## src/shared/rwc_cfg.svh

```systemverilog
// offsets, field positions, reset values, key codes and timing figures of the reset and watchdog control
`ifndef RWC_CFG_SVH
`define RWC_CFG_SVH

// register byte offsets on the bus
`define RWC_OFS_WDT_CTRL   8'h00
`define RWC_OFS_PIN_KEY    8'h04
`define RWC_OFS_SYSTEM_MODE_FLAGS_1      8'h08
`define RWC_OFS_STATUS     8'h0C

// watchdog control fields
`define RWC_WDT_KEY_MSB    7
`define RWC_WDT_KEY_LSB    3
`define RWC_WDT_SEL_MSB    2
`define RWC_WDT_SEL_LSB    0
`define RWC_WDT_KEY_DIS    5'h15
`define RWC_WDT_KEY_EN     5'h0A
`define RWC_WDT_CTRL_RST   8'h53
`define RWC_WDT_MIN_EXP    4'h8

// pin function key codes
`define RWC_PIN_KEY_PORT   8'h55
`define RWC_PIN_KEY_RESET  8'hAA
`define RWC_PIN_KEY_RST    8'h55

// system mode 1 fields
`define RWC_SM_SYSKEEP     7
`define RWC_SM_D3          3
`define RWC_SM_BROWNOUT    2
`define RWC_SM_KEYFAULT    0

// status fields
`define RWC_ST_TIMEOUT     0
`define RWC_ST_WDT_EN      1
`define RWC_ST_PIN_RESET   2
`define RWC_ST_RUNNING     3

// timing: clock rate in MHz, times in microseconds or nanoseconds
`define RWC_CLK_MHZ        100
`define RWC_T_START_POR_US 50000
`define RWC_T_START_PIN_NS 16700000
`define RWC_BROWNOUT_MIN_DURATION_MIN_US   120
`define RWC_SLOW_INTERNAL_OSCILLATOR_FIRE_TICK 2'h1

`endif

```

## src/shared/rwc_pkg.sv

```systemverilog
// types shared by the reset and watchdog control
package rwc_pkg;

  // reset sequencer states, one-hot
  typedef enum logic [2:0] {
    RWC_ST_HOLD  = 3'b001,
    RWC_ST_DELAY = 3'b010,
    RWC_ST_RUN   = 3'b100
  } rwc_state_t;

  // classic wishbone request from the master
  typedef struct packed {
    logic        cyc;
    logic        stb;
    logic        we;
    logic [7:0]  adr;
    logic [3:0]  sel;
    logic [31:0] dat;
  } rwc_wb_req_t;

  // classic wishbone answer to the master
  typedef struct packed {
    logic        ack;
    logic [31:0] dat;
  } rwc_wb_rsp_t;

  // reset controls toward the core
  typedef struct packed {
    logic fullReset;
    logic pcSpClear;
    logic portPreset;
    logic timeoutFlag;
    logic pinIsReset;
    logic idleSysclockKeep;
  } rwc_ctl_t;

endpackage

```

## src/core/rwc_sync.sv

```systemverilog
// two-flop synchroniser bank with constant reset values
module rwc_sync #(
  parameter int          W       = 1,
  parameter logic [W-1:0] RST_VAL = '0
) (
  // clock and reset
  input  wire logic         clk,
  input  wire logic         rst,
  // levels in and out
  input  wire logic [W-1:0] din,
  output logic [W-1:0]      dout
);

  logic [W-1:0] meta_q;  // first stage, read only by the second

  // plain double stage; reset takes constants only
  always_ff @(posedge clk or posedge rst) begin
    if (rst) begin
      meta_q <= RST_VAL;
      dout   <= RST_VAL;
    end else begin
      meta_q <= din;
      dout   <= meta_q;
    end
  end

endmodule

```

## src/core/rwc_top.sv

```systemverilog
// reset sources, start-up delay, watchdog and their wishbone registers
// What this block does
// watchdog overflow issues a device reset
// key 10101 disables, 01010 enables, else reset
// normal-mode timeout: full reset, timeout flag set
// sleep timeout: flag, clear PC and SP only
// illegal key, pin low, clear, halt clear counter
// one single clear instruction clears the watchdog
// timeout is slow clock over power of two
// power-on reset clears program counter
// power-on reset presets ports high as inputs
// power-on and brownout wait 50 ms start-up
// reset pin low resets, restart from zero
// after pin release wait 16.7 ms
// pin key 55 port, AA reset pin
// all resets reload pin key except warm
// brownout detection off in sleep or idle
// qualified brownout resets after 2-3 slow ticks
// brownout shorter than minimum time is ignored
// brownout flag software-clearable, never software-set
// unimplemented mode bits read as zero
// normal timeout equals brownout reset plus flag
// illegal key resets after 2-3 ticks, flags
// period select 000..111 gives 2^8..2^15
// key fault flag set by hardware, software clears
// async sources synchronised, async assert, sync release; pin and brownout assert only after the double stage
// disable code holds counter clear, enable counts
`include "rwc_cfg.svh"
module rwc_top #(
  parameter int POR_DLY_CYC = `RWC_T_START_POR_US * `RWC_CLK_MHZ,
  parameter int PIN_DLY_CYC = (`RWC_T_START_PIN_NS * `RWC_CLK_MHZ) / 1000,
  parameter int LVR_MIN_CYC = `RWC_BROWNOUT_MIN_DURATION_MIN_US * `RWC_CLK_MHZ
) (
  // clock and power-on reset
  input  wire logic                clk,
  input  wire logic                rst,
  // register bus
  input  wire rwc_pkg::rwc_wb_req_t wbReq,
  output rwc_pkg::rwc_wb_rsp_t     wbRsp,
  // external sources and core events
  input  wire logic                extResetPinN,
  input  wire logic                brownoutDetect,
  input  wire logic                slowOscTick,
  input  wire logic                lowPowerMode,
  input  wire logic                watchdogClearInstr,
  input  wire logic                haltInstr,
  // reset controls to the core
  output rwc_pkg::rwc_ctl_t        ctl
);

  // watchdog limit for a period select code
  function automatic logic [15:0] wdtLimit(input logic [2:0] sel);
    logic [4:0] e;
    e = 5'(`RWC_WDT_MIN_EXP) + 5'(sel);
    wdtLimit = 16'((17'h00001 << e) - 17'h00001);
  endfunction

  // synchronised levels
  logic [2:0] syncOut;               // {por hold, pin, brownout}
  logic       porHold;               // power-on hold, released synchronously
  logic       pinN;                  // reset pin level
  logic       lowV;                  // brownout comparator level

  // registers
  rwc_pkg::rwc_state_t state_q, state_d;  // sequencer
  logic [22:0] dlyCnt_q;             // start-up countdown
  logic        longDly_q;            // 50 ms delay chosen for this hold
  logic [7:0]  wdtCtrl_q;            // watchdog control register
  logic [7:0]  pinKey_q;             // pin function key register
  logic        sysKeep_q;            // idle system clock keep
  logic        d3_q;                 // reserved read/write bit
  logic        bfFlag_q;             // brownout reset flag
  logic        kfFlag_q;             // key fault reset flag
  logic        toFlag_q;             // timeout flag
  logic [15:0] wdtCnt_q;             // watchdog counter
  logic [23:0] lvCnt_q;              // brownout qualification time
  logic [1:0]  lvTicks_q;            // slow ticks since qualification
  logic        kfPend_q;             // illegal key waiting to fire
  logic [1:0]  kfTicks_q;            // slow ticks since illegal key
  logic        ack_q;                // bus answer
  logic [31:0] rdDat_q;              // read data latch
  logic        fullRst_q;            // core held in reset
  logic        pcSp_q;               // program counter and stack clear
  logic        warm_q;               // warm reset pulse
  logic        pinHeld_q;            // pin still low; the hold reloads the key, so remember it

  // all level sources pass a double stage; por hold asserts with rst
  rwc_sync #(
    .W       (3),
    .RST_VAL (3'h6)
  ) u_sync (
    .clk  (clk),
    .rst  (rst),
    .din  ({1'b0, extResetPinN, brownoutDetect}),
    .dout (syncOut)
  );
  assign porHold = syncOut[2];
  assign pinN    = syncOut[1];
  assign lowV    = syncOut[0];

  // bus decode
  wire busReq    = wbReq.cyc & wbReq.stb;
  wire wrLane    = busReq & wbReq.we & wbReq.sel[0] & ack_q;
  wire selWdt    = wbReq.adr == `RWC_OFS_WDT_CTRL;
  wire selPin    = wbReq.adr == `RWC_OFS_PIN_KEY;
  wire selSm     = wbReq.adr == `RWC_OFS_SYSTEM_MODE_FLAGS_1;
  wire selSt     = wbReq.adr == `RWC_OFS_STATUS;
  wire running   = state_q == rwc_pkg::RWC_ST_RUN;
  wire holding   = state_q == rwc_pkg::RWC_ST_HOLD;
  wire wrWdt     = wrLane & selWdt & running;
  wire wrPin     = wrLane & selPin & running;
  wire wrSm      = wrLane & selSm & running;
  wire [4:0] wrKey = wbReq.dat[`RWC_WDT_KEY_MSB:`RWC_WDT_KEY_LSB];

  // key decoding
  wire [4:0] wdtKey  = wdtCtrl_q[`RWC_WDT_KEY_MSB:`RWC_WDT_KEY_LSB];
  wire [2:0] wdtSel  = wdtCtrl_q[`RWC_WDT_SEL_MSB:`RWC_WDT_SEL_LSB];
  wire wdtEnabled    = wdtKey == `RWC_WDT_KEY_EN;
  wire keyIllegal    = (wrKey != `RWC_WDT_KEY_EN) && (wrKey != `RWC_WDT_KEY_DIS);
  wire kfWrite       = wrWdt & keyIllegal;
  wire pinIsReset    = pinKey_q == `RWC_PIN_KEY_RESET;
  wire pinRstAct     = pinIsReset & ~pinN;

  // brownout qualification; ignored while asleep
  wire lvArm   = lowV & ~lowPowerMode;
  wire lvQual  = lvCnt_q == 24'(LVR_MIN_CYC);
  wire lvrFire = lvQual & slowOscTick & (lvTicks_q == `RWC_SLOW_INTERNAL_OSCILLATOR_FIRE_TICK);
  wire lvHold  = lvQual & (lvTicks_q > `RWC_SLOW_INTERNAL_OSCILLATOR_FIRE_TICK);

  // key fault fires on the second slow tick
  wire kfFire  = kfPend_q & slowOscTick & (kfTicks_q == `RWC_SLOW_INTERNAL_OSCILLATOR_FIRE_TICK);

  // watchdog overflow and its two flavours
  wire wdtClr      = kfWrite | pinRstAct | watchdogClearInstr | haltInstr | ~running | ~wdtEnabled;
  wire wdtFire     = running & wdtEnabled & slowOscTick & (wdtCnt_q == wdtLimit(wdtSel));
  wire wdtNormFire = wdtFire & ~lowPowerMode;
  wire wdtWarmFire = wdtFire & lowPowerMode;

  // reset sources
  wire holdSrc = porHold | pinRstAct | (pinHeld_q & ~pinN) | lvHold;
  wire longSrc = porHold | lvHold | lvrFire | kfFire | wdtNormFire;
  wire anySrc  = holdSrc | lvrFire | kfFire | wdtNormFire;

  // next state
  always_comb begin
    state_d = state_q;
    case (state_q)
      rwc_pkg::RWC_ST_HOLD: begin
        // stay while a level source persists
        if (!holdSrc) begin
          state_d = rwc_pkg::RWC_ST_DELAY;
        end
      end
      rwc_pkg::RWC_ST_DELAY: begin
        // a new source restarts the hold
        if (anySrc) begin
          state_d = rwc_pkg::RWC_ST_HOLD;
        end else if (dlyCnt_q == 23'h000001) begin
          state_d = rwc_pkg::RWC_ST_RUN;
        end
      end
      rwc_pkg::RWC_ST_RUN: begin
        if (anySrc) begin
          state_d = rwc_pkg::RWC_ST_HOLD;
        end
      end
      default: state_d = rwc_pkg::RWC_ST_HOLD;
    endcase
  end

  // sequencer and start-up countdown
  always_ff @(posedge clk or posedge rst) begin
    if (rst) begin
      state_q   <= rwc_pkg::RWC_ST_HOLD;
      longDly_q <= 1'b1;
      dlyCnt_q  <= 23'h000000;
    end else begin
      state_q <= state_d;
      if (state_q != rwc_pkg::RWC_ST_HOLD && state_d == rwc_pkg::RWC_ST_HOLD) begin
        longDly_q <= longSrc;
      end else if (holding && longSrc) begin
        longDly_q <= 1'b1;
      end
      if (holding) begin
        // long wait after power or brownout, short after the pin
        dlyCnt_q <= (longDly_q | longSrc) ? 23'(POR_DLY_CYC) : 23'(PIN_DLY_CYC);
      end else if (dlyCnt_q != 23'h000000) begin
        dlyCnt_q <= dlyCnt_q - 23'h000001;
      end
    end
  end

  // core reset outputs come from flops
  always_ff @(posedge clk or posedge rst) begin
    if (rst) begin
      fullRst_q <= 1'b1;
      pcSp_q    <= 1'b1;
      warm_q    <= 1'b0;
      pinHeld_q <= 1'b0;
    end else begin
      // pin reset lasts until the pin is high, key reload or not
      pinHeld_q <= pinRstAct | (pinHeld_q & ~pinN);
      fullRst_q <= state_d != rwc_pkg::RWC_ST_RUN;
      pcSp_q    <= (state_d != rwc_pkg::RWC_ST_RUN) | wdtWarmFire;
      warm_q    <= wdtWarmFire;
    end
  end

  // watchdog counter on the slow tick
  always_ff @(posedge clk or posedge rst) begin
    if (rst) begin
      wdtCnt_q <= 16'h0000;
    end else if (wdtClr || wdtFire) begin
      wdtCnt_q <= 16'h0000;
    end else if (slowOscTick) begin
      wdtCnt_q <= wdtCnt_q + 16'h0001;
    end
  end

  // brownout qualification and tick count
  always_ff @(posedge clk or posedge rst) begin
    if (rst) begin
      lvCnt_q   <= 24'h000000;
      lvTicks_q <= 2'h0;
    end else begin
      if (!lvArm) begin
        lvCnt_q <= 24'h000000;
      end else if (!lvQual) begin
        lvCnt_q <= lvCnt_q + 24'h000001;
      end
      if (!lvQual || !lvArm) begin
        lvTicks_q <= 2'h0;
      end else if (slowOscTick && lvTicks_q != 2'h3) begin
        lvTicks_q <= lvTicks_q + 2'h1;
      end
    end
  end

  // illegal key waits two slow ticks before resetting
  always_ff @(posedge clk or posedge rst) begin
    if (rst) begin
      kfPend_q  <= 1'b0;
      kfTicks_q <= 2'h0;
    end else if (kfWrite) begin
      kfPend_q  <= 1'b1;
      kfTicks_q <= 2'h0;
    end else if (kfFire || holding) begin
      kfPend_q  <= 1'b0;
      kfTicks_q <= 2'h0;
    end else if (kfPend_q && slowOscTick) begin
      kfTicks_q <= kfTicks_q + 2'h1;
    end
  end

  // control registers: reloaded by every full reset, not by warm
  always_ff @(posedge clk or posedge rst) begin
    if (rst) begin
      wdtCtrl_q <= `RWC_WDT_CTRL_RST;
      pinKey_q  <= `RWC_PIN_KEY_RST;
      sysKeep_q <= 1'b0;
      d3_q      <= 1'b0;
    end else if (holding) begin
      wdtCtrl_q <= `RWC_WDT_CTRL_RST;
      pinKey_q  <= `RWC_PIN_KEY_RST;
      sysKeep_q <= 1'b0;
      d3_q      <= 1'b0;
    end else begin
      if (wrWdt) begin
        wdtCtrl_q <= wbReq.dat[7:0];
      end
      if (wrPin) begin
        pinKey_q <= wbReq.dat[7:0];
      end
      if (wrSm) begin
        sysKeep_q <= wbReq.dat[`RWC_SM_SYSKEEP];
        d3_q      <= wbReq.dat[`RWC_SM_D3];
      end
    end
  end

  // reset cause flags survive every reset but power-on; set wins
  always_ff @(posedge clk or posedge rst) begin
    if (rst) begin
      bfFlag_q <= 1'b0;
      kfFlag_q <= 1'b0;
      toFlag_q <= 1'b0;
    end else begin
      if (lvrFire) begin
        bfFlag_q <= 1'b1;
      end else if (wrSm && !wbReq.dat[`RWC_SM_BROWNOUT]) begin
        bfFlag_q <= 1'b0;
      end
      if (kfFire) begin
        kfFlag_q <= 1'b1;
      end else if (wrSm && !wbReq.dat[`RWC_SM_KEYFAULT]) begin
        kfFlag_q <= 1'b0;
      end
      if (wdtFire) begin
        toFlag_q <= 1'b1;
      end else if (watchdogClearInstr || haltInstr) begin
        toFlag_q <= 1'b0;
      end
    end
  end

  // read mux; unimplemented bits stay zero
  wire [7:0] smRead = {sysKeep_q, 3'h0, d3_q, bfFlag_q, 1'b0, kfFlag_q};
  wire [7:0] stRead = {4'h0, running, pinIsReset, wdtEnabled, toFlag_q};
  wire [7:0] rdMux  = selWdt ? wdtCtrl_q :
                      selPin ? pinKey_q :
                      selSm  ? smRead :
                      selSt  ? stRead : 8'h00;

  // one-cycle answer, dropped the cycle after; unmapped reads zero
  always_ff @(posedge clk or posedge rst) begin
    if (rst) begin
      ack_q   <= 1'b0;
      rdDat_q <= 32'h00000000;
    end else begin
      ack_q <= busReq & ~ack_q;
      if (busReq && !ack_q) begin
        rdDat_q <= {24'h000000, rdMux};
      end
    end
  end

  assign wbRsp.ack = ack_q;
  assign wbRsp.dat = rdDat_q;

  // outputs to the core
  assign ctl.fullReset        = fullRst_q;
  assign ctl.pcSpClear        = pcSp_q;
  assign ctl.portPreset       = fullRst_q;
  assign ctl.timeoutFlag      = toFlag_q;
  assign ctl.pinIsReset       = pinKey_q == `RWC_PIN_KEY_RESET;
  assign ctl.idleSysclockKeep = sysKeep_q;
endmodule

```

## config.mk

```make
export PLATFORM = sky130hd
export DESIGN_NAME = rwc_top
export DESIGN_NICKNAME = d
export VERILOG_FILES = /design/src/shared/rwc_pkg.sv /design/src/core/rwc_sync.sv /design/src/core/rwc_top.sv
export VERILOG_INCLUDE_DIRS = /design/src /design/src/shared
export SDC_FILE = /design/constraint.sdc
export NUM_CORES = 1
export LEC_CHECK = 0
export BUFFER_PORTS_ARGS = -buffer_cell sky130_fd_sc_hd__buf_4
export CORE_ASPECT_RATIO = 1.1
export CORE_MARGIN = 3
export CORE_UTILIZATION = 44
export CTS_BUF_LIST = sky130_fd_sc_hd__clkbuf_16
export DETAILED_ROUTE_END_ITERATION = 7
export PLACE_DENSITY = 0.7
export SYNTH_ARGS = -nofsm -noshare
export SYNTH_HDL_FRONTEND = slang
export SYNTH_SLANG_ARGS = --single-unit
```

## constraint.sdc

```tcl
create_clock -name clk -period 3.6 [get_ports clk]
set_input_delay 0.18 -clock clk [delete_from_list [all_inputs] [get_ports clk]]
set_output_delay 0.18 -clock clk [all_outputs]
set_load 0.1 [all_outputs]
```

# After elaboration in Yosys (flattened, before gate mapping)
# Cells that the tools add are included.
# word_totals
reg_bits	111
in_bits	55
output_inout_bits	39
wordCells	169
# op_classes
n_addsub	7
magnitude_cmp	1
eq_ne	20
shift	1
mux	39
bitwise_logic	48
reduce_logical	31
# ops
op	n
two-way mux 23 bit	3
two-way mux 8 bit	7
two-way mux 24 bit	2
two-way mux 16 bit	2
bitwise AND 1 bit	25
adder 24 x 1 -> 24 bit (second input constant)	1
equality test 24 x 14 -> 1 bit (second input constant)	1
equality test 23 x 1 -> 1 bit (second input constant)	1
nonzero test 23 bit	1
subtractor 23 x 1 -> 23 bit (second input constant)	1
nonzero test 2 bit	11
OR 1 bit	18
adder 16 x 1 -> 16 bit (second input constant)	1
equality test 16 bit	1
equality test 8 x 4 -> 1 bit (second input constant)	2
left shift 1 x 5 -> 16 bit (first input constant)	1
subtractor 16 x 1 -> 16 bit (second input constant)	1
two-way mux 1 bit	14
two-way mux 3 bit	4
two-way mux 2 bit	5
case mux 3 bit (3 select lines)	1
equality test 8 x 3 -> 1 bit (second input constant)	1
equality test 8 bit (second input constant)	1
logical AND 1 bit	8
19 further kinds	34

# Longest topological paths before layout
# logic_depth
word_depth	14
ltp_mapped	8
ltp_nobuf	7

# Hierarchy
# Synthesis repeated with hierarchy kept, for this count alone.
# hier_totals
hier_cells	609
area_unflattened_um2	5845.6
# modules_own_cells
mod	instances	cells_each	area_per_inst_um2	seq_area_each_um2
rwc_top	1	602	5686.7	2642.5
rwc_sync	1	7	158.9	155.1

# Worst setup path after synthesis
# No wires, ideal clock.
# synth_timing
path_type	register to register
start	register wdtCtrl_q[0]
end	register longDly_q
arrival_ps	1899
setup_slack_ps	1607
path_stages_with_launch	7
n_path_buf	1
synth_period_minus_slack_ps	1993
cell_sequence	dfstp_2 -> clkbuf_1 -> xnor2_1 -> nor3_1 -> o311ai_1 -> a2111o_1 -> or4b_1
# synth_via
elab_chain_cells	12
# synth_lines
element	line	rtl
start, declared	rwc_top.sv:68	logic [7:0] wdtCtrl_q;
start signal, assigned	rwc_top.sv:258	wdtCtrl_q <= `RWC_WDT_CTRL_RST;
start signal, assigned	rwc_top.sv:263	wdtCtrl_q <= `RWC_WDT_CTRL_RST;
start signal, assigned	rwc_top.sv:269	wdtCtrl_q <= wbReq.dat[7:0];
adder 4 x 3 -> 5 bit (*)	rwc_top.sv:54	e = 5'(`RWC_WDT_MIN_EXP) + 5'(sel);
left shift 1 x 5 -> 16 bit (*)	rwc_top.sv:55	wdtLimit = 16'((17'h00001 << e) - 17'h00001);
subtractor 16 x 1 -> 16 bit (*)	rwc_top.sv:55	
equality test 16 bit (*)	rwc_top.sv:135	wire wdtFire = running & wdtEnabled & slowOscTick & (wdtCnt_q == wdtLimit(wdtSel));
bitwise AND 1 bit (*)	rwc_top.sv:135	
bitwise AND 1 bit (*)	rwc_top.sv:136	wire wdtNormFire = wdtFire & ~lowPowerMode;
OR 1 bit	rwc_top.sv:142	wire anySrc = holdSrc | lvrFire | kfFire | wdtNormFire;
two-way mux 3 bit (on tied branches)	rwc_top.sv:163, rwc_top.sv:156	
case mux 3 bit (3 select lines)	rwc_top.sv:147	case (state_q)
equality test 3 x 1 -> 1 bit	rwc_top.sv:179	if (state_q != rwc_pkg::RWC_ST_HOLD && state_d == rwc_pkg::RWC_ST_HOLD) begin
logical AND 1 bit	rwc_top.sv:179	
two-way mux 1 bit or nonzero test 2 bit (tied branches)	-	
end signal, assigned	rwc_top.sv:180	longDly_q <= longSrc;
end, declared	rwc_top.sv:67	logic longDly_q;
# Every way passes the cells marked *; elsewhere a longest branch is shown, timed or not.
# A chain may end at the register's enable or synchronous reset.

# Worst setup path in the final report
# layout_timing
start	register wdtCnt_q[0]
end	register wdtCnt_q[8]
# layout_via
elab_chain_cells	4
# layout_lines
element	line	rtl
start, declared	rwc_top.sv:75	logic [15:0] wdtCnt_q;
start signal, assigned	rwc_top.sv:216	wdtCnt_q <= wdtCnt_q + 16'h0001;
branches (longest 4 deep; another with adder 16 x 1 -> 16 bit)	-	
# Several ways; the timed one is not identified. The select of a mux whose other input is x is not followed.

==> impl_metrics.tcl <==
set metrics [dict create \
    status "finished, violations left" \
    violations "negative hold slack" \
    met2_length_um 6390 \
    drt_first_pass_iters 4 \
    synth_adder_area_share_pct 1.63 \
    wl_met1_um 5830 \
    cts-buffers-inserted 9 \
    synth_flop_cell "dfrtp_1" \
    multi_input_area_um2 2970 \
    critPathLaunchType "flip-flop" \
    cp.required_ns 3.78 \
    synth.most_common_cell "dfrtp_1" \
    io_buffers 42 \
    final_util_pct 50.2 \
    path_cells "ha_1 -> and3_4 -> nand4_4 -> a2111o_1 -> a211oi_2 -> nor3_1" \
    synth.area.top_cells "dfrtp_1, dfstp_2, xnor2_1" \
    synth_edf_count 0 \
    place.gp.congestion 0.818 \
    hp-class "primary input to async pin" \
    critPathSlowestCell "a211oi_2" \
    syn_avg_cell_area_um2 9.79 \
    reg2reg_setup_slack_ns 1.04 \
    worst-endpoint-arrival_ns 2.74 \
    via_per_inst 5.41 \
    antenna_found_initial 0 \
    wire_per_inst_um 15.2 \
    post_cts_buffers 0 \
    synth.top_cell.area_share_pct 38.8 \
    r2r_cells 6 \
    antenna_cells 0 \
    maxSlewHeadroom_pct 27.2 \
    worstSetupStartpoint "wdtCnt_q[0]$_DFFE_PP0P_" \
    grt_pass1_vias 4503 \
    async_reset_ff_share_pct 100 \
    synth_cells 626 \
    global_route.overflow_total 0 \
    critPathMaxFanout 15 \
    synth_top_area_cell "dfrtp_1" \
    setup-tns-final_ns 0 \
    postCtsHoldBufs 2 \
    synth_area_um2 6130 \
    worstMarginPinSlew_ns 1.09 \
    cp-end-kind "flip-flop" \
    rows 44 \
    clock_insertion_delay_worst_skew_ns 0.35 \
    area_growth_pct 10.1 \
    synth_xor_area_share_pct 7.01 \
    cts_resized 0 \
    drc 0 \
    clock_sinks 111 \
    hpwl_um 9050 \
    synthSimpleGateAreaFrac_pct 24.9 \
    cts_root_buffer "clkbuf_16" \
    die_area_um2 15400 \
    wl_met3_um 387 \
    io_pins 94 \
    p_leak_uw 0.00271 \
    top_layer "met4" \
    fillers 1226 \
    drt_iter0_drc 268 \
    nNetsFinal 713 \
    synthTopCellsByCount "dfrtp_1, nor2_1, nand2_1" \
    die_x_um 119 \
    maxCapViolCount 0 \
    cts-root-to-sink-buffers 2 \
    total_power_uw 2960 \
    drive_gt1_share_pct 16.3 \
    synth_warnings 0 \
    hold_viol 8 \
    final_antenna_net_count 0 \
    period_share_pct 71.0 \
    fin_hold_ws_ns -0.00845 \
    r2r_end "wdtCnt_q[8]$_DFFE_PP0P_" \
    finalSetupViolCount 0 \
    path_class "flip-flop to flip-flop" \
    ys_seq_area_share_pct 45.7 \
    wl_um 12800 \
    core_um2 13400 \
    finalCriticalPeriod_ns 2.56 \
    clk_pin_slew_ns 0.07 \
    rsz0062_at_grt "no" \
    muxShareOfSynthArea_pct 3.06 \
    p_per_area_nw_per_um2 439 \
    ir_drop_v 0.000245 \
    synth_compound_area_share_pct 10.3 \
    cp_slowest_stage_delay_ns 0.86 \
    die_h_um 130 \
    grt_start_max_net_pins 68 \
    timing.final.max_slew_violations 0 \
    cts_tree "yes" \
    grt_pass1_wl_um 21800 \
    netlist-cell-type-count 75 \
    vias 4535 \
    initial_utilization_pct 45.6 \
    skew_ns 0.00600 \
    synth_top_family_by_area "simple AND/OR/NAND/NOR gates" \
    fmax_ghz 0.391 \
    cts_max_level 3 \
    grtUsageTotal_pct 17.2 \
    regArea_um2 2800 \
    reg2reg_from "wdtCnt_q[0]$_DFFE_PP0P_" \
    synth-seq-cells 111 \
]
## report_power, final
| part | leakage, uW | switching, uW | internal [uW] | total, uW |
|---|---|---|---|---|
| Combinational | 0.00114 | 401 | 169 | 569 |
| Clock | 0.000143 | 442 | 528 | 971 |
| Sequential | 0.00143 | 96.5 | 1330 | 1420 |
## area by class of cell
class	instances	share of cell area [%]
multi-input combinational	454	44.0
tap	184	3.41
inverter	25	1.43
sequential	111	41.5
clock inverter	7	0.816
timing repair buffer	49	5.53
clock buffer	9	3.34
## registers in the layout, summed over array words and instances (netlist names), 2 cells and up
| signal | flops |
|---|---|
| dlyCnt_q | 23 |
| kfTicks_q | 2 |
| lvCnt_q | 24 |
| lvTicks_q | 2 |
| pinKey_q | 8 |
| rdDat_q | 8 |
| state_q | 3 |
| u_sync.dout | 3 |
| u_sync.meta_q | 3 |
| wdtCnt_q | 16 |
| wdtCtrl_q | 8 |
## metrics by stage
stage | hold WS [ns] | worst slack, ns | instances | instance area (um2)
after floorplan | 0.184 | 0.516 | 650 | 6220
after global placement | 0.291 | 1.16 | 821 | 6440
after detailed placement | 0.290 | 1.05 | 821 | 6440
after CTS | 0.0376 | 1.06 | 839 | 6740
after global routing | 0.0545 | 0.870 | 839 | 6740
final | -0.00845 | 1.04 | 839 | 6740
## layout by cell type, fill, tap and decap left out, types with 6 or more instances in the layout
master and count:
ha_1 8, nand4b_1 6, and3_1 8, conb_1 25, o31ai_1 7, clkbuf_16 9
xor2_1 14, mux2i_1 12, dfstp_2 16, nand3_1 19, nand2_1 42, or3_1 7
dfrtp_1 95, buf_4 47, nor2b_1 6, o21ai_0 16, a21oi_1 25, inv_1 25
nor4_1 6, xnor2_1 35, a22o_1 6, nor3_1 41, nand2b_1 7, nor2_1 69
nand4_1 7
## kinds of logic (layout without fill, tap and decap cells)
family | Yosys count | after routing
AND/OR/NAND/NOR | 269 | 269
flip-flops | 111 | 111
AO/OA/AOI/OAI | 88 | 88
buffers and inverters | 85 | 90
XOR/XNOR | 49 | 49
multiplexers | 15 | 15
adder cells (fa/ha/maj) | 8 | 8
other | 1 | 25
## worst max-delay path: cells and delay by family (launching register included)
family,cells,cell delay (ns)
flip-flops,1,0.40
AND/OR/NAND/NOR,3,0.50
adder cells (fa/ha/maj),1,0.18
AO/OA/AOI/OAI,2,1.30
## layer usage
layer | global-route usage [%] | up-vias
li1 | - | 2201
met1 | 22.2 | 2243
met2 | 29.7 | 79
met3 | 3.16 | 12
met4 | 5.59 | 0
met5 | 0 | -
## worst max-delay path by stage
stage                               to  depth (start not counted)
6_report       wdtCnt_q[8]$_DFFE_PP0P_                          6
5_1_grt        wdtCnt_q[5]$_DFFE_PP0P_                          6
4_1_cts        wdtCnt_q[8]$_DFFE_PP0P_                          6
3_5_place_dp   wdtCnt_q[8]$_DFFE_PP0P_                          6
3_3_place_gp   wdtCnt_q[1]$_DFFE_PP0P_                          6
2_1_floorplan          ack_q$_DFF_PP0_                          1
No activity file was read; power rests on OpenSTA's default activity.
